[src/logic/nfc_pkg.sv]
// Purpose: constants for the nand command front-end controller
// Assumes: 25 MHz mclk, apb register access
// Notes: device command codes and register map of the controller
package nfc_pkg;
   // ------------------------------------------------------------
   // device command codes
   // ------------------------------------------------------------
   localparam logic [7:0] NFC_CMD_RESET = 8'hff;
   localparam logic [7:0] NFC_CMD_IDENT = 8'h90;
   localparam logic [7:0] NFC_CMD_STATUS = 8'h70;
   localparam logic [7:0] NFC_CMD_READ = 8'h00;
   localparam logic [7:0] NFC_CMD_READ_GO = 8'h30;
   localparam logic [7:0] NFC_CMD_RND_READ = 8'h05;
   localparam logic [7:0] NFC_CMD_RND_READ_GO = 8'he0;
   localparam logic [7:0] NFC_CMD_PROG = 8'h80;
   localparam logic [7:0] NFC_CMD_PROG_GO = 8'h10;
   localparam logic [7:0] NFC_CMD_ERASE = 8'h60;
   localparam logic [7:0] NFC_CMD_ERASE_GO = 8'hd0;
   localparam logic [7:0] NFC_ID_DUMMY = 8'h00;
   // ------------------------------------------------------------
   // register map, byte addresses
   // ------------------------------------------------------------
   localparam logic [7:0] NFC_REG_CTRL = 8'h00;
   localparam logic [7:0] NFC_REG_COLUMN = 8'h04;
   localparam logic [7:0] NFC_REG_ROW = 8'h08;
   localparam logic [7:0] NFC_REG_STATE = 8'h0c;
   localparam logic [7:0] NFC_REG_IDENT = 8'h10;
   localparam logic [7:0] NFC_REG_OPSTAT = 8'h14;
   // ctrl register: op code in bits 2:0, write starts
   localparam logic [2:0] NFC_OP_RESET = 3'h0;
   localparam logic [2:0] NFC_OP_IDENT = 3'h1;
   localparam logic [2:0] NFC_OP_STATUS = 3'h2;
   localparam logic [2:0] NFC_OP_READ = 3'h3;
   localparam logic [2:0] NFC_OP_RND_READ = 3'h4;
   localparam logic [2:0] NFC_OP_PROG = 3'h5;
   localparam logic [2:0] NFC_OP_ERASE = 3'h6;
   // ------------------------------------------------------------
   // timing: strobe phase length in cycles (>=30 ns)
   // ------------------------------------------------------------
   localparam int NFC_T_PHASE_NS = 40;
   localparam int NFC_CLK_NS = 40;
   localparam logic [3:0] NFC_PHASE_CYC = 4'((NFC_T_PHASE_NS + NFC_CLK_NS - 1) / NFC_CLK_NS);
   localparam logic [2:0] NFC_ID_BYTES = 3'h4;
   // cycles spent in the wait state before the ready/busy level is believed
   localparam logic [2:0] NFC_WB_CYC = 3'd4;
   localparam logic [7:0] NFC_OPSTAT_RESET = 8'h00;
   localparam int NFC_RDY_BIT = 6;
   localparam logic [11:0] NFC_COL_LAST = 12'h83f;
   typedef enum logic [3:0] {
      NFC_IDLE, NFC_CMD1, NFC_ADDR, NFC_CMD2, NFC_WAIT, NFC_RDID, NFC_RDST, NFC_DONE
   } nfc_state_type;
endpackage

[src/logic/nfc_host.sv]
// Purpose: host controller issuing reset, ident, status and array ops
// Assumes: x8 device, apb slave for software, one clock
// Notes: write strobe pulses last one phase high and one phase low; read pulses stay high one phase plus a settle gap
// Functional notes
// - cycle one sends column 7..0, cycle two column 11..8, upper nibble low.
// - last column 2111 goes out as 3Fh then 08h.
// - cycle three page 5..0 and block 1..0, then block 9..2, then block 10.
// - full five cycles for read and program, two for random reads.
// - with column bit 11 set, column bits 10..6 are forced to zero.
// - chip select low, proper latch enable and write strobe per cycle.
// - busy device only gets reset or status commands.
// - ident read is 90h plus one 00h address cycle.
// - both latches low while ident bytes are strobed out one per strobe.
// - polling issues 70h once then only re-strobes.
// - program/erase end with a status read for pass check.
//
// Local design decisions: the placing of the registers and the APB slave port.
`timescale 1ns/1ns
`default_nettype none
module nfc_host
   import nfc_pkg::*;
(
   input wire logic mclk,
   input wire logic srst,
   input wire logic psel,
   input wire logic penable,
   input wire logic pwrite,
   input wire logic [7:0] paddr,
   input wire logic [31:0] pwdata,
   output logic [31:0] prdata,
   output logic pready,
   output logic pslverr,
   output logic chip_sel_n,
   output logic cmd_latch,
   output logic addr_latch,
   output logic write_strobe_n,
   output logic read_strobe_n,
   output logic [7:0] io_out,
   output logic io_oe,
   input wire logic [7:0] io_in,
   input wire logic ready_busy_n
);

   // ------------------------------------------------------------
   // pin synchronisers
   // ------------------------------------------------------------
   logic [7:0] io_meta, io_sync;
   logic rb_meta, rb_sync;
   always_ff @(posedge mclk) begin
      io_meta <= io_in;
      io_sync <= io_meta;
      rb_meta <= ready_busy_n;
      rb_sync <= rb_meta;
   end

   // ------------------------------------------------------------
   // registers
   // ------------------------------------------------------------
   nfc_state_type state;
   logic [2:0] op;
   logic [11:0] column_addr;
   logic [16:0] block_addr;
   logic [5:0] page_addr;
   logic [31:0] ident;
   logic [7:0] operation_status;
   logic [2:0] cyc_idx;
   logic [2:0] cyc_last;
   logic [3:0] phase_cnt;
   logic half;
   logic busy_flag;
   logic stat_valid;
   logic [1:0] settle_cnt;
   logic [2:0] wb_cnt;
   // apb decode
   wire apb_wr = psel && penable && pwrite;
   wire apb_rd_ctrl = apb_wr && (paddr == NFC_REG_CTRL);
   wire start = apb_rd_ctrl && !busy_flag;
   wire hit = (paddr == NFC_REG_CTRL) || (paddr == NFC_REG_COLUMN) ||
              (paddr == NFC_REG_ROW) || (paddr == NFC_REG_STATE) ||
              (paddr == NFC_REG_IDENT) || (paddr == NFC_REG_OPSTAT);
   // the slave answers in its first access cycle
   assign pready = psel && penable;
   assign pslverr = psel && penable && !hit;
   always_comb begin
      prdata = 32'h0000_0000;
      unique case (paddr)
         NFC_REG_CTRL: prdata = {29'h0000_0000, op};
         NFC_REG_COLUMN: prdata = {20'h0_0000, column_addr};
         NFC_REG_ROW: prdata = {9'h000, block_addr, page_addr};
         NFC_REG_STATE: prdata = {29'h0000_0000, stat_valid, !rb_sync, busy_flag};
         NFC_REG_IDENT: prdata = ident;
         NFC_REG_OPSTAT: prdata = {24'h00_0000, operation_status};
         default: prdata = 32'h0000_0000;
      endcase
   end
   // column with bit 11 set forces bits 10..6 low
   wire [11:0] col_safe = pwdata[11] ? {pwdata[11], 5'h00, pwdata[5:0]} : pwdata[11:0];
   always_ff @(posedge mclk) begin
      if (srst) begin
         column_addr <= 12'h000;
         block_addr <= 17'h0_0000;
         page_addr <= 6'h00;
      end else if (apb_wr && !busy_flag) begin
         if (paddr == NFC_REG_COLUMN) column_addr <= col_safe;
         if (paddr == NFC_REG_ROW) begin
            page_addr <= pwdata[5:0];
            block_addr <= pwdata[22:6];
         end
      end
   end

   // ------------------------------------------------------------
   // sequence selection
   // ------------------------------------------------------------
   wire [7:0] first_cmd = (op == NFC_OP_RESET) ? NFC_CMD_RESET :
                          (op == NFC_OP_IDENT) ? NFC_CMD_IDENT :
                          (op == NFC_OP_STATUS) ? NFC_CMD_STATUS :
                          (op == NFC_OP_READ) ? NFC_CMD_READ :
                          (op == NFC_OP_RND_READ) ? NFC_CMD_RND_READ :
                          (op == NFC_OP_PROG) ? NFC_CMD_PROG : NFC_CMD_ERASE;
   wire [7:0] second_cmd = (op == NFC_OP_READ) ? NFC_CMD_READ_GO :
                           (op == NFC_OP_RND_READ) ? NFC_CMD_RND_READ_GO :
                           (op == NFC_OP_PROG) ? NFC_CMD_PROG_GO : NFC_CMD_ERASE_GO;
   wire has_addr = (op != NFC_OP_RESET) && (op != NFC_OP_STATUS);
   wire has_cmd2 = (op >= NFC_OP_READ);
   // erase starts at cycle three; random read stops at two; ident one
   wire [2:0] cyc_first = (op == NFC_OP_ERASE) ? 3'd2 : 3'd0;
   wire [2:0] cyc_end = (op == NFC_OP_IDENT) ? 3'd0 :
                        (op == NFC_OP_RND_READ) ? 3'd1 : 3'd4;
   // address byte for each cycle
   wire [7:0] addr_byte = (op == NFC_OP_IDENT) ? NFC_ID_DUMMY :
                          (cyc_idx == 3'd0) ? column_addr[7:0] :
                          (cyc_idx == 3'd1) ? {4'h0, column_addr[11:8]} :
                          (cyc_idx == 3'd2) ? {block_addr[1:0], page_addr} :
                          (cyc_idx == 3'd3) ? block_addr[9:2] :
                          {7'h00, block_addr[10]};
   // ------------------------------------------------------------
   // strobe timing: phase counter, half selects low/high part
   // ------------------------------------------------------------
   wire phase_end = (phase_cnt == NFC_PHASE_CYC - 4'd1);
   wire pulse_done = phase_end && half;
   // read data crosses two flops, so each read pulse is followed by a settle gap
   wire settled = (settle_cnt == 2'd0);
   wire take = (settle_cnt == 2'd1);
   wire reading = (state == NFC_RDID) || (state == NFC_RDST);
   wire strobing = ((state == NFC_CMD1) || (state == NFC_ADDR) || (state == NFC_CMD2) ||
                   reading) && settled;

   // settle count: the byte sits in io_sync one cycle after the read strobe rises
   always_ff @(posedge mclk) begin
      if (srst) begin
         settle_cnt <= 2'd0;
      end else if (reading && pulse_done) begin
         settle_cnt <= 2'd2;
      end else if (!settled) begin
         settle_cnt <= settle_cnt - 2'd1;
      end
   end

   // ready/busy lags the confirming strobe; its level is trusted only after a few cycles
   always_ff @(posedge mclk) begin
      if (srst || state != NFC_WAIT) begin
         wb_cnt <= 3'd0;
      end else if (wb_cnt != NFC_WB_CYC) begin
         wb_cnt <= wb_cnt + 3'd1;
      end
   end
   wire wb_over = (wb_cnt == NFC_WB_CYC);

   always_ff @(posedge mclk) begin
      if (srst || !strobing) begin
         phase_cnt <= 4'h0;
         half <= 1'b0;
      end else if (phase_end) begin
         phase_cnt <= 4'h0;
         half <= !half;
      end else begin
         phase_cnt <= phase_cnt + 4'd1;
      end
   end

   // ------------------------------------------------------------
   // main sequencer
   // ------------------------------------------------------------
   always_ff @(posedge mclk) begin
      if (srst) begin
         state <= NFC_IDLE;
         op <= NFC_OP_RESET;
         cyc_idx <= 3'd0;
         cyc_last <= 3'd0;
         ident <= 32'h0000_0000;
         operation_status <= NFC_OPSTAT_RESET;
         busy_flag <= 1'b0;
         stat_valid <= 1'b0;
      end else begin
         unique case (state)
            NFC_IDLE: begin
               // only reset and status go out while device busy
               if (start && (rb_sync || pwdata[2:0] == NFC_OP_RESET ||
                   pwdata[2:0] == NFC_OP_STATUS)) begin
                  op <= pwdata[2:0];
                  busy_flag <= 1'b1;
                  state <= NFC_CMD1;
               end
            end
            NFC_CMD1: if (pulse_done) begin
               cyc_idx <= cyc_first;
               cyc_last <= cyc_end;
               if (has_addr) state <= NFC_ADDR;
               else if (op == NFC_OP_STATUS) state <= NFC_RDST;
               else state <= NFC_WAIT;
            end
            NFC_ADDR: if (pulse_done) begin
               if (cyc_idx == cyc_last) begin
                  cyc_idx <= 3'd0;
                  if (op == NFC_OP_IDENT) state <= NFC_RDID;
                  else state <= has_cmd2 ? NFC_CMD2 : NFC_WAIT;
               end else begin
                  cyc_idx <= cyc_idx + 3'd1;
               end
            end
            NFC_CMD2: if (pulse_done) state <= NFC_WAIT;
            NFC_WAIT: begin
               // a reset order may cut a running operation short
               if (apb_rd_ctrl && pwdata[2:0] == NFC_OP_RESET) begin
                  op <= NFC_OP_RESET;
                  state <= NFC_CMD1;
               end else if (wb_over && rb_sync) begin
                  // program and erase close with a status read
                  if (op == NFC_OP_PROG || op == NFC_OP_ERASE) begin
                     op <= NFC_OP_STATUS;
                     state <= NFC_CMD1;
                  end else begin
                     state <= NFC_DONE;
                  end
               end
            end
            NFC_RDID: if (take) begin
               ident <= {io_sync, ident[31:8]};
               if (cyc_idx == NFC_ID_BYTES - 3'd1) state <= NFC_DONE;
               else cyc_idx <= cyc_idx + 3'd1;
            end
            NFC_RDST: if (take) begin
               operation_status <= io_sync;
               stat_valid <= 1'b1;
               // poll by re-strobing only, 70h is not resent
               if (io_sync[NFC_RDY_BIT]) state <= NFC_DONE;
            end
            NFC_DONE: begin
               busy_flag <= 1'b0;
               state <= NFC_IDLE;
            end
            default: state <= NFC_IDLE;
         endcase
      end
   end

   // ------------------------------------------------------------
   // pin drive
   // ------------------------------------------------------------
   wire wr_phase = (state == NFC_CMD1) || (state == NFC_ADDR) || (state == NFC_CMD2);
   wire rd_phase = (state == NFC_RDID) || (state == NFC_RDST);
   always_ff @(posedge mclk) begin
      if (srst) begin
         chip_sel_n <= 1'b1;
         cmd_latch <= 1'b0;
         addr_latch <= 1'b0;
         write_strobe_n <= 1'b1;
         read_strobe_n <= 1'b1;
         io_out <= 8'h00;
         io_oe <= 1'b0;
      end else begin
         chip_sel_n <= !(wr_phase || rd_phase || state == NFC_WAIT);
         cmd_latch <= (state == NFC_CMD1) || (state == NFC_CMD2);
         addr_latch <= (state == NFC_ADDR);
         write_strobe_n <= !(wr_phase && !half);
         read_strobe_n <= !(rd_phase && !half && settled);
         io_oe <= wr_phase;
         io_out <= (state == NFC_ADDR) ? addr_byte :
                   (state == NFC_CMD2) ? second_cmd : first_cmd;
      end
   end
endmodule
`default_nettype wire

[config.mk]
export PLATFORM = sky130hd
export DESIGN_NAME = nfc_host
export DESIGN_NICKNAME = d
export VERILOG_FILES = /design/src/logic/nfc_pkg.sv /design/src/logic/nfc_host.sv
export SDC_FILE = /design/constraint.sdc
export NUM_CORES = 1
export LEC_CHECK = 0
export BUFFER_PORTS_ARGS = -buffer_cell sky130_fd_sc_hd__buf_2
export CORE_ASPECT_RATIO = 0.8
export CORE_MARGIN = 8
export CORE_UTILIZATION = 40
export DETAILED_ROUTE_END_ITERATION = 10
export GPL_TIMING_DRIVEN = 1
export PLACE_DENSITY = 0.63
export SLEW_MARGIN = 15
export SYNTH_ARGS = -nofsm -noshare
export SYNTH_HDL_FRONTEND = slang
export SYNTH_SLANG_ARGS = --single-unit
[constraint.sdc]
create_clock -name mclk -period 2.5 [get_ports mclk]
set_input_delay 0.125 -clock mclk [delete_from_list [all_inputs] [get_ports mclk]]
set_output_delay 0.125 -clock mclk [all_outputs]
set_load 0.03 [all_outputs]
==> results of run 1 <==
-- final cells by class --
type                       instances  area, sq um
fill                            1329         6840
multi-input combinational        505         2830
sequential                       130         2600
timing repair buffer             138          883
clock buffer                      18          439
tap                              184          230
clock inverter                    14          166
inverter                          16         60.1
-- flip-flops by register name, indices dropped and copies added, names as in the netlist, 2 cells and up --
| name | cells |
|---|---|
| ident | 32 |
| block_addr | 17 |
| column_addr | 12 |
| io_meta | 8 |
| io_out | 8 |
| io_sync | 8 |
| operation_status | 8 |
| page_addr | 6 |
| phase_cnt | 4 |
| cyc_idx | 3 |
| op | 3 |
| state | 3 |
| wb_cnt | 3 |
| cyc_last | 2 |
| settle_cnt | 2 |
-- placed cells by master, fill, tap and decap left out, types with 16 or more instances in the layout --
cell type	instances
sky130_fd_sc_hd__dlygate4sd3_1	31
sky130_fd_sc_hd__nand3_1	20
sky130_fd_sc_hd__nand2_1	169
sky130_fd_sc_hd__a21oi_1	87
sky130_fd_sc_hd__dfxtp_1	130
sky130_fd_sc_hd__clkbuf_16	17
sky130_fd_sc_hd__nor2_1	27
sky130_fd_sc_hd__inv_1	16
sky130_fd_sc_hd__and2_1	16
sky130_fd_sc_hd__o21ai_0	16
sky130_fd_sc_hd__buf_2	92
-- stage by stage --
| stage | instance area, sq um | instances | power, W |
|---|---|---|---|
| after floorplan | 5680 | 698 | 0.00242 |
| after global placement | 6290 | 942 | 0.00255 |
| after detailed placement | 6290 | 942 | 0.00255 |
| after CTS | 7210 | 1005 | 0.00513 |
| after global routing | 7210 | 1005 | 0.00528 |
| final | 7210 | 1005 | 0.00510 |
-- tightest hold or removal path, stage by stage --
cell	delay (ns)
sky130_fd_sc_hd__buf_2	0.15
sky130_fd_sc_hd__nand2_1	0.07
sky130_fd_sc_hd__a21oi_1	0.05
-- cell families (layout without fill, tap and decap cells) --
group | after synthesis | after routing | synth area share (%)
simple gates | 309 | 309 | 25.8
compound gates | 168 | 168 | 18.7
flops | 130 | 130 | 45.8
buf+inv | 63 | 186 | 4.39
mux | 11 | 11 | 1.98
fa+ha+maj | 10 | 10 | 2.16
xor+xnor | 7 | 7 | 1.08
-- Yosys cell counts (11+ instances only) --
cell type                  instances  area (sq um)
sky130_fd_sc_hd__nor3_1           11          55.1
sky130_fd_sc_hd__clkbuf_1         40           150
sky130_fd_sc_hd__dfxtp_1         130          2600
sky130_fd_sc_hd__a21oi_1          87           435
sky130_fd_sc_hd__and2_1           16           100
sky130_fd_sc_hd__o21ai_0          16          80.1
sky130_fd_sc_hd__a22o_1           15           131
sky130_fd_sc_hd__nand2b_1         15          93.8
sky130_fd_sc_hd__nand3_1          20           100
sky130_fd_sc_hd__nand2_1         169           634
sky130_fd_sc_hd__inv_1            16          60.1
sky130_fd_sc_hd__nor2_1           28           105
-- routing by layer --
layer	share of wire [%]	global-route usage, %	vias up
met5	0	0	-
met4	2.2	6.86	0
met3	8.7	6.48	34
met2	44	28.2	259
met1	45	25.6	2664
li1	-	-	2639
-- report_power, final --
group | switching [W] | internal (W) | leakage (nW)
registers | 0.0000411 | 0.00212 | 1.06
logic | 0.000229 | 0.000159 | 1.45
clock network | 0.00102 | 0.00153 | 0.289
total | 0.00129 | 0.00381 | 2.79
-- final timing paths --
path	start	end	slack, ns	cells after the start
worst max-delay path	phase_cnt[0]	state[2]	0.32	7
worst min-delay path	pwdata[2]	column_addr[2]	0.02	3
worst max register to register	phase_cnt[0]	state[2]	0.32	7
worst min register to register	io_meta[5]	io_sync[5]	0.33	0
==> impl_metrics.prom, run 1 <==
# TYPE chip_impl_metric gauge
chip_impl_info{name="status",value="finished, final reports clean"} 1
chip_impl_metric{name="post_cts.repair.setup_buffers",unit=""} 0
chip_impl_metric{name="post_drt_via_cell_ratio",unit=""} 5.57
chip_impl_metric{name="ant_nets",unit=""} 0
chip_impl_metric{name="setup_viol_count_final",unit=""} 0
chip_impl_metric{name="grt_pass1_vias",unit=""} 5202
chip_impl_info{name="cpLargestDelayFamily",value="simple AND/OR/NAND/NOR gates"} 1
chip_impl_metric{name="crit_path_max_fanout",unit=""} 6
chip_impl_metric{name="yosysWarningCount",unit=""} 0
chip_impl_metric{name="post_cts.resized_instances",unit=""} 0
chip_impl_metric{name="drc_errors",unit=""} 0
chip_impl_metric{name="worst_slew_pin_tran",unit="ns"} 0.738
chip_impl_info{name="timing.critical_path.to_type",value="flop"} 1
chip_impl_metric{name="ys_ff_latch",unit=""} 130
chip_impl_metric{name="timing.setup.tns",unit="ns"} 0
chip_impl_metric{name="timing_hold_violations_final",unit=""} 0
chip_impl_info{name="grt_setup_unrepaired",value="no"} 1
chip_impl_metric{name="drive_above_1_share",unit="%"} 18.9
chip_impl_metric{name="power_leakage",unit="nW"} 2.79
chip_impl_metric{name="grt-ovfl-total",unit=""} 0
chip_impl_metric{name="num_antenna_cells",unit=""} 0
chip_impl_metric{name="finalWorstSetupSlack",unit="ns"} 0.318
chip_impl_metric{name="critical_path_max_stage_delay",unit="ns"} 0.52
chip_impl_metric{name="cts_inserted_buffers",unit=""} 17
chip_impl_metric{name="slew_headroom",unit="%"} 50.8
chip_impl_metric{name="cts_max_path_buffers",unit=""} 2
chip_impl_metric{name="antenna_found_initial",unit=""} 0
chip_impl_metric{name="io_buffer_count",unit=""} 92
chip_impl_metric{name="vias",unit=""} 5596
chip_impl_metric{name="hold_buffers",unit=""} 31
chip_impl_info{name="critPathSlowestCell",value="sky130_fd_sc_hd__or3b_2"} 1
chip_impl_metric{name="critical_path_required",unit="ns"} 2.82
chip_impl_metric{name="post_synth_edffs",unit=""} 0
chip_impl_metric{name="clock_latency",unit="ns"} 0.43
chip_impl_metric{name="power_density",unit="mW/mm^2"} 707
chip_impl_metric{name="htree_num_levels",unit=""} 4
chip_impl_metric{name="wl_per_cell",unit="um"} 17.4
chip_impl_metric{name="yosys.cell_types.count",unit=""} 57
chip_impl_info{name="worstPathCellList",value="inv_1 > ha_1 > or3b_2 > nor2_4 > a221oi_1 > a211oi_2 > mux2_2"} 1
chip_impl_metric{name="cp.arrival",unit="ns"} 2.50
chip_impl_info{name="tritoncts",value="done"} 1
chip_impl_info{name="clock-root-buffer",value="sky130_fd_sc_hd__clkbuf_16"} 1
chip_impl_metric{name="netlist_area",unit="sq mm"} 0.00568
chip_impl_metric{name="grt_pass1_wl",unit="um"} 27400
chip_impl_metric{name="num_rows",unit=""} 39
chip_impl_info{name="synthFlopType",value="sky130_fd_sc_hd__dfxtp_1"} 1
chip_impl_metric{name="drt_wl_total",unit="um"} 17500
chip_impl_metric{name="clkSinkCount",unit=""} 130
chip_impl_metric{name="timing.fmax",unit="MHz"} 458
chip_impl_metric{name="timing.final.crit_period",unit="ns"} 2.18
chip_impl_metric{name="hpwlAfterDp",unit="um"} 12400
chip_impl_metric{name="detailedRoute.firstIterationViolations",unit=""} 559
chip_impl_metric{name="async_flop_share",unit="%"} 0
chip_impl_metric{name="routabilityCongestion",unit=""} 0.896
chip_impl_metric{name="grt_max_degree",unit=""} 64
chip_impl_metric{name="min_period_over_period",unit="%"} 87.3
chip_impl_info{name="start_kind",value="flop"} 1
chip_impl_metric{name="hold_slack",unit="ns"} 0.0232
chip_impl_metric{name="initial_utilization",unit="%"} 40.4
chip_impl_metric{name="die-width",unit="um"} 149
chip_impl_metric{name="syn-mean-instance-area",unit="sq um"} 8.13
chip_impl_info{name="criticalPathCategory",value="flop to flop"} 1
chip_impl_metric{name="detail_route.first_pass.iterations",unit=""} 9
chip_impl_metric{name="synth_fp_nets",unit=""} 761
chip_impl_metric{name="timing.final.max_slew_violations",unit=""} 0
chip_impl_metric{name="number_of_placed_i_o_pins",unit=""} 102
chip_impl_metric{name="area.growth.synth_to_final",unit="%"} 27.0
chip_impl_metric{name="worst_ir_drop_vdd",unit="mV"} 0.542
chip_impl_info{name="timing.hold.worst.class",value="input port to flop"} 1
chip_impl_metric{name="die-area",unit="sq mm"} 0.0183
chip_impl_metric{name="groute.usage.overall",unit="%"} 19.1
chip_impl_metric{name="post-route-util",unit="%"} 51.3
chip_impl_metric{name="drv.max_cap_violation_count",unit=""} 0
chip_impl_metric{name="synth_cells",unit=""} 698
chip_impl_metric{name="placeableCoreArea",unit="sq mm"} 0.0141
chip_impl_metric{name="final_nets",unit=""} 871
chip_impl_metric{name="synth.yosys.seq_area_share",unit="%"} 45.8
chip_impl_metric{name="fp.dieH",unit="um"} 123
chip_impl_metric{name="clock_tree_skew_after_final_layout",unit="ns"} 0.00638
chip_impl_metric{name="path_clk_slew",unit="ns"} 0.06
chip_impl_metric{name="pre_cts_slack",unit="ns"} 0.323
chip_impl_metric{name="worst-path-buf-inv",unit=""} 1
Power figures use the tool's default switching activity.
==> inputs of run 2 (changes only) <==
Settings changed: CAP_MARGIN from default to 10, PLACE_DENSITY 0.63 to 0.66.
Clock period 2.5 ns to 1.8 ns, I/O delays scaled along.
==> run 2 against run 1 <==
Compared with the run above: non-clock buffer count is 45 higher; global-route usage is 0.23 points higher; the run now ends with setup timing left; setup slack worse by 0.33 ns; total power is 46% higher; fmax is 20% higher.
==> impl_metrics.prom, run 2 (synthesis results as in run 1) <==
# TYPE chip_impl_metric gauge
chip_impl_metric{name="hpwlAfterDp",unit="um"} 12300
chip_impl_metric{name="setup_viol_count_final",unit=""} 1
chip_impl_metric{name="grt_util_met3",unit="%"} 5.38
chip_impl_metric{name="placeableCoreArea",unit="sq mm"} 0.0141
chip_impl_metric{name="min_period_over_period",unit="%"} 101
chip_impl_metric{name="cts_max_path_buffers",unit=""} 2
chip_impl_info{name="holdPathEnd",value="op[0]"} 1
chip_impl_metric{name="grt-ovfl-total",unit=""} 0
chip_impl_metric{name="path_clk_slew",unit="ns"} 0.06
chip_impl_metric{name="post_drt_via_cell_ratio",unit=""} 5.31
chip_impl_metric{name="cp.arrival",unit="ns"} 2.13
chip_impl_metric{name="number_of_placed_i_o_pins",unit=""} 102
chip_impl_metric{name="pre_cts_slack",unit="ns"} -0.0305
chip_impl_metric{name="grt_pass1_vias",unit=""} 5128
chip_impl_metric{name="number_of_cell_instances_on_the_worst_register_to_register_path",unit=""} 7
chip_impl_metric{name="grt_pass1_wl",unit="um"} 27600
chip_impl_metric{name="drc_errors",unit=""} 0
chip_impl_metric{name="antenna_found_initial",unit=""} 0
chip_impl_metric{name="critical_path_max_stage_delay",unit="ns"} 0.41
chip_impl_metric{name="ant_nets",unit=""} 0
chip_impl_info{name="largestRegisters",value="ident: 32 flops, block_addr: 17 flops, column_addr: 12 flops"} 1
chip_impl_metric{name="hold_path_depth",unit=""} 3
chip_impl_metric{name="drv.max_cap_violation_count",unit=""} 0
chip_impl_info{name="criticalPathCategory",value="flop to flop"} 1
chip_impl_metric{name="wl_per_cell",unit="um"} 16.9
chip_impl_metric{name="groute.usage.overall",unit="%"} 19.4
chip_impl_info{name="tritoncts",value="done"} 1
chip_impl_metric{name="area.growth.synth_to_final",unit="%"} 37.1
chip_impl_metric{name="use_met1",unit="%"} 27.0
chip_impl_info{name="clock-root-buffer",value="sky130_fd_sc_hd__clkbuf_16"} 1
chip_impl_info{name="violations_in_the_final_reports",value="setup timing"} 1
chip_impl_metric{name="crit_path_max_fanout",unit=""} 5
chip_impl_metric{name="power_density",unit="mW/mm^2"} 959
chip_impl_metric{name="timing.final.crit_period",unit="ns"} 1.82
chip_impl_metric{name="critical_path_required",unit="ns"} 2.12
chip_impl_metric{name="finalNonFillerCells",unit=""} 1050
chip_impl_metric{name="die-area",unit="sq mm"} 0.0183
chip_impl_info{name="globalRoute.busiestLayer",value="met2"} 1
chip_impl_metric{name="post-route-util",unit="%"} 55.4
chip_impl_metric{name="clock_latency",unit="ns"} 0.43
chip_impl_metric{name="detail_route.first_pass.iterations",unit=""} 6
chip_impl_info{name="timing.hold.worst.class",value="input port to flop"} 1
chip_impl_metric{name="grt.met2_usage",unit="%"} 28.0
chip_impl_info{name="status",value="complete, but fails checks"} 1
chip_impl_metric{name="num_antenna_cells",unit=""} 0
chip_impl_metric{name="slew_headroom",unit="%"} 65.3
chip_impl_info{name="most_frequent_cells_in_the_layout",value="sky130_fd_sc_hd__nand2_1 (168), sky130_fd_sc_hd__dfxtp_1 (126), sky130_fd_sc_hd__buf_2 (91)"} 1
chip_impl_info{name="hold_path.startpoint",value="pwdata[0]"} 1
chip_impl_metric{name="die-width",unit="um"} 149
chip_impl_metric{name="grt_max_degree",unit=""} 106
chip_impl_info{name="start_kind",value="flop"} 1
chip_impl_info{name="grt_setup_unrepaired",value="yes"} 1
chip_impl_info{name="worstPathCellList",value="inv_2 > ha_4 > or3b_4 > o21ai_2 > a221oi_2 > a211oi_2 > mux2_4"} 1
chip_impl_metric{name="num_rows",unit=""} 39
chip_impl_metric{name="io_buffer_count",unit=""} 92
chip_impl_metric{name="finalWorstSetupSlack",unit="ns"} -0.0165
chip_impl_metric{name="max_ffs_per_register",unit=""} 32
chip_impl_metric{name="detailedRoute.firstIterationViolations",unit=""} 446
chip_impl_metric{name="hold_slack",unit="ns"} 0.0274
chip_impl_metric{name="power_leakage",unit="nW"} 3.11
chip_impl_metric{name="cts_inserted_buffers",unit=""} 17
chip_impl_metric{name="drive_above_1_share",unit="%"} 25.1
chip_impl_metric{name="timing.final.max_slew_violations",unit=""} 0
chip_impl_metric{name="power",unit="W"} 0.00746
chip_impl_info{name="mostFrequentLayoutCell",value="sky130_fd_sc_hd__nand2_1"} 1
chip_impl_metric{name="htree_num_levels",unit=""} 4
chip_impl_info{name="registers.top_by_ff_count",value="ident"} 1
chip_impl_metric{name="timing_hold_violations_final",unit=""} 0
chip_impl_metric{name="vias",unit=""} 5577
chip_impl_metric{name="setup.reg_to_reg.worst_slack",unit="ns"} -0.02
chip_impl_metric{name="fp.dieH",unit="um"} 123
chip_impl_metric{name="final_nets",unit=""} 916
chip_impl_info{name="reg2reg_from",value="phase_cnt[1]"} 1
chip_impl_info{name="timing.critical_path.to_type",value="flop"} 1
chip_impl_metric{name="initial_utilization",unit="%"} 40.4
chip_impl_metric{name="clock_tree_skew_after_final_layout",unit="ns"} 0.00864
chip_impl_metric{name="clkSinkCount",unit=""} 130
chip_impl_metric{name="drt_wl_total",unit="um"} 17700
chip_impl_info{name="reg2reg_to",value="state[2]"} 1
chip_impl_metric{name="worst_ir_drop_vdd",unit="mV"} 0.721
chip_impl_info{name="critPathSlowestCell",value="sky130_fd_sc_hd__or3b_4"} 1
chip_impl_metric{name="timing.fmax",unit="MHz"} 551
chip_impl_metric{name="routabilityCongestion",unit=""} 0.908
chip_impl_metric{name="placedCellCount",unit=""} 985
chip_impl_metric{name="worst_slew_pin_tran",unit="ns"} 0.515
[run 2: cell count changes in the layout (fill, tap and decap cells not counted), sizes merged]
cell / previous run / this run
bufinv: 2 / 4
inv: 24 / 22
clkbuf: 18 / 17
clkinvlp: 3 / 2
clkinv: 1 / 3
dlygate4sd3: 31 / 32
buf: 107 / 151
[run 2: routing by layer]
metal | vias up | part of all wire (%)
met5 | - | 0
met4 | 0 | 2.0
met2 | 225 | 44
met3 | 33 | 7.8
met1 | 2586 | 46
li1 | 2733 | -
[run 2: layout make-up]
class | instances | area, sq um
fillers | 1261 | 6270
multi-input cells | 505 | 2910
flip-flops and latches | 130 | 2610
repair buffers | 183 | 1330
clock buffers | 17 | 425
well taps | 184 | 230
clock inverters | 15 | 219
inverters | 16 | 60.1
[run 2: worst max-delay path: cells and delay by family (launching register included)]
| kind | cells | cell delay, ns |
|---|---|---|
| buf+inv | 1 | 0.06 |
| flops | 1 | 0.33 |
| mux | 1 | 0.32 |
| simple gates | 1 | 0.41 |
| fa+ha+maj | 1 | 0.12 |
| compound gates | 3 | 0.47 |
[run 2: worst max-delay path by stage]
stage	from	endpoint	slack, ns
after floorplan	cyc_idx[0]	state[2]	0.001
after global placement	phase_cnt[1]	state[2]	0.008
after detailed placement	cyc_idx[1]	state[2]	-0.03
after global routing	phase_cnt[1]	state[2]	-0.08
after CTS	phase_cnt[1]	state[2]	-0.02
final	phase_cnt[1]	state[2]	-0.02
[run 2: through the flow]
step           area (sq um)  setup TNS [ns]
2_1_floorplan          5710               0
3_3_place_gp           6750               0
3_5_place_dp           6750         -0.0305
4_1_cts                7720         -0.0197
5_1_grt                7780          -0.113
6_report               7780         -0.0165
[run 2: repair_timing]
| item | 4_1_cts | 5_1_grt |
|---|---|---|
| hold buffers | 32 | 0 |
| gates cloned | 0 | 0 |
| setup endpoints to repair | 1 | 10 |
| pin swaps | 0 | 3 |
| endpoints found under the hold margin | 44 | 0 |
| setup buffers | 0 | 1 |
| resized for setup | 1 | 14 |
[run 2: power breakdown]
part | internal [W] | leakage, nW | switching [W]
Clock | 0.00236 | 0.309 | 0.00142
Sequential | 0.00295 | 1.06 | 0.0000545
Combinational | 0.000312 | 1.74 | 0.000372
==> inputs of run 3 (changes only) <==
--- a/config.mk
+++ b/config.mk
@@ -11,4 +11,5 @@
 export CORE_MARGIN = 8
 export CORE_UTILIZATION = 40
+export CTS_CLUSTER_DIAMETER = 40
 export DETAILED_ROUTE_END_ITERATION = 10
 export GPL_TIMING_DRIVEN = 1
==> constraint.sdc (replaced) <==
create_clock -name mclk -period 1.8 [get_ports mclk]
set_input_delay 0 -clock mclk [delete_from_list [all_inputs] [get_ports mclk]]
set_output_delay 0 -clock mclk [all_outputs]
set_load 0.03 [all_outputs]
==> run 3 against run 2 <==
Compared with the run above: the flow still finishes with violations (setup timing); first-iteration DRC count grew 1.8%; sequential cell count is the same; via count grew 0.66%; fmax shrank 1.5%; setup slack lost 0.027 ns; total power shrank 1.2%; critical path type unchanged; largest power group unchanged.
==> impl_metrics.prom, run 3 (synthesis results as in run 1) <==
# TYPE chip_impl_metric gauge
chip_impl_info{name="status",value="complete, but fails checks"} 1
chip_impl_info{name="violations_in_the_final_reports",value="setup timing"} 1
chip_impl_metric{name="ant_nets",unit=""} 0
chip_impl_metric{name="drc_errors",unit=""} 0
chip_impl_metric{name="path_clk_slew",unit="ns"} 0.06
chip_impl_metric{name="routabilityCongestion",unit=""} 0.914
chip_impl_metric{name="setup_viol_count_final",unit=""} 2
chip_impl_metric{name="clkSinkCount",unit=""} 130
chip_impl_metric{name="timing.fmax",unit="MHz"} 542
chip_impl_metric{name="number_of_placed_i_o_pins",unit=""} 102
chip_impl_metric{name="initial_utilization",unit="%"} 40.4
chip_impl_metric{name="cts_inserted_buffers",unit=""} 17
chip_impl_metric{name="grt_max_degree",unit=""} 57
chip_impl_metric{name="critical_path_max_stage_delay",unit="ns"} 0.41
chip_impl_info{name="clock-root-buffer",value="sky130_fd_sc_hd__clkbuf_16"} 1
chip_impl_metric{name="wl_per_cell",unit="um"} 17.1
chip_impl_metric{name="die-width",unit="um"} 149
chip_impl_metric{name="vias",unit=""} 5614
chip_impl_metric{name="die-area",unit="sq mm"} 0.0183
chip_impl_metric{name="hold_slack",unit="ns"} 0.171
chip_impl_metric{name="timing.setup.tns",unit="ns"} -0.0857
chip_impl_metric{name="worst_slew_pin_tran",unit="ns"} 0.614
chip_impl_info{name="registers.top_by_ff_count",value="ident"} 1
chip_impl_metric{name="clock_tree_skew_after_final_layout",unit="ns"} 0.0191
chip_impl_metric{name="placedCellCount",unit=""} 973
chip_impl_metric{name="hpwlAfterDp",unit="um"} 12500
chip_impl_info{name="largestRegisters",value="ident: 32 flops, block_addr: 17 flops, column_addr: 12 flops"} 1
chip_impl_metric{name="drv.max_cap_violation_count",unit=""} 0
chip_impl_info{name="mostFrequentLayoutCell",value="sky130_fd_sc_hd__nand2_1"} 1
chip_impl_metric{name="num_rows",unit=""} 39
chip_impl_metric{name="drt_wl_total",unit="um"} 17800
chip_impl_metric{name="fp.dieH",unit="um"} 123
chip_impl_metric{name="worst_ir_drop_vdd",unit="mV"} 0.904
chip_impl_metric{name="groute.usage.overall",unit="%"} 19.8
chip_impl_metric{name="io_buffer_count",unit=""} 92
chip_impl_metric{name="antenna_found_initial",unit=""} 0
chip_impl_metric{name="final_nets",unit=""} 908
chip_impl_metric{name="placeableCoreArea",unit="sq mm"} 0.0141
chip_impl_metric{name="cts_max_path_buffers",unit=""} 2
chip_impl_metric{name="htree_num_levels",unit=""} 4
chip_impl_metric{name="power_density",unit="mW/mm^2"} 961
chip_impl_metric{name="timing.final.max_slew_violations",unit=""} 0
chip_impl_metric{name="crit_path_max_fanout",unit=""} 5
chip_impl_info{name="worstPathCellList",value="inv_2 > ha_4 > or3b_4 > nor2_4 > buf_6 > nand2_4 > or3_4 > a21oi_2"} 1
chip_impl_metric{name="area.growth.synth_to_final",unit="%"} 35.2
chip_impl_metric{name="grt_pass1_wl",unit="um"} 28200
chip_impl_metric{name="slew_headroom",unit="%"} 59.1
chip_impl_metric{name="drive_above_1_share",unit="%"} 24.2
chip_impl_info{name="criticalPathCategory",value="flop to flop"} 1
chip_impl_info{name="most_frequent_cells_in_the_layout",value="sky130_fd_sc_hd__nand2_1 (168), sky130_fd_sc_hd__dfxtp_1 (127), sky130_fd_sc_hd__buf_2 (91)"} 1
chip_impl_metric{name="post-route-util",unit="%"} 54.6
chip_impl_info{name="grt_setup_unrepaired",value="yes"} 1
chip_impl_metric{name="detail_route.first_pass.iterations",unit=""} 7
chip_impl_info{name="timing.critical_path.to_type",value="flop"} 1
chip_impl_metric{name="grt_pass1_vias",unit=""} 5336
chip_impl_metric{name="critical_path_required",unit="ns"} 2.16
chip_impl_metric{name="power_leakage",unit="nW"} 3.06
chip_impl_metric{name="min_period_over_period",unit="%"} 102
chip_impl_metric{name="layout.filler_cells",unit=""} 1330
chip_impl_metric{name="finalNonFillerCells",unit=""} 1042
chip_impl_metric{name="clock_latency",unit="ns"} 0.44
chip_impl_metric{name="timing_hold_violations_final",unit=""} 0
chip_impl_metric{name="grt-ovfl-total",unit=""} 0
chip_impl_metric{name="timing.final.crit_period",unit="ns"} 1.84
chip_impl_metric{name="detailedRoute.firstIterationViolations",unit=""} 454
chip_impl_metric{name="finalWorstSetupSlack",unit="ns"} -0.0437
chip_impl_metric{name="num_antenna_cells",unit=""} 0
chip_impl_metric{name="cp.arrival",unit="ns"} 2.20
chip_impl_metric{name="max_ffs_per_register",unit=""} 32
chip_impl_info{name="start_kind",value="flop"} 1
chip_impl_info{name="timing.hold.worst.class",value="input port to flop"} 1
chip_impl_metric{name="post_drt_via_cell_ratio",unit=""} 5.39
chip_impl_info{name="tritoncts",value="done"} 1
chip_impl_info{name="critPathSlowestCell",value="sky130_fd_sc_hd__or3b_4"} 1
==> run 3: metrics by stage <==
stage | total power, W | cell area, sq um | setup WS [ns]
6_report | 0.00738 | 7670 | -0.0437
4_1_cts | 0.00737 | 7580 | -0.0496
2_1_floorplan | 0.00338 | 5710 | 0.00110
3_3_place_gp | 0.00363 | 6620 | 0.0107
3_5_place_dp | 0.00363 | 6620 | -0.0446
5_1_grt | 0.00762 | 7670 | -0.117
==> run 3: worst paths after layout <==
kind                     start      endpoint  slack [ns]  depth (start not counted)
hold reg to reg     io_meta[6]    io_sync[6]        0.32                          0
setup reg to reg  phase_cnt[1]   cyc_last[0]       -0.04                          8
setup / recovery  phase_cnt[1]   cyc_last[0]       -0.04                          8
hold / removal        paddr[2]  page_addr[1]        0.17                          5
==> run 3: report_power, final <==
part | total (W) | internal, W | switching, W
clock network | 0.00370 | 0.00227 | 0.00144
registers | 0.00301 | 0.00295 | 0.0000658
logic | 0.000660 | 0.000303 | 0.000357
==> run 3: cell type report <==
class	count	area [sq um]	area share [%]
Clock inverter	14	193	2.51
Multi-Input combinational cell	505	2910	37.9
Inverter	16	60.1	0.783
Clock buffer	18	439	5.72
Timing Repair Buffer	175	1240	16.1
Tap cell	184	230	3.00
Sequential cell	130	2610	34.0
==> run 3: per-layer routing <==
layer / up-vias / wire length (um) / global-route usage (%)
met5: - / 0 / 0
met4: 0 / 368 / 7.61
met3: 28 / 1670 / 5.93
met2: 243 / 7830 / 28.5
met1: 2627 / 7940 / 27.3
li1: 2716 / - / -
==> run 3: worst max-delay path, delay by kind of cell, from the launching register on <==
| family | cells | cell delay, ns |
|---|---|---|
| AND/OR/NAND/NOR | 4 | 1.00 |
| AO/OA/AOI/OAI | 1 | 0.14 |
| buffers and inverters | 2 | 0.19 |
| adder cells (fa/ha/maj) | 1 | 0.12 |
| flip-flops | 1 | 0.33 |
==> run 3: what timing repair did <==
item,4_1_cts,5_1_grt
hold endpoints to repair,63,0
hold buffers,33,0
resized for setup,0,14
endpoints found under the setup margin,1,17
pin swaps,0,6
buffers inserted,0,4
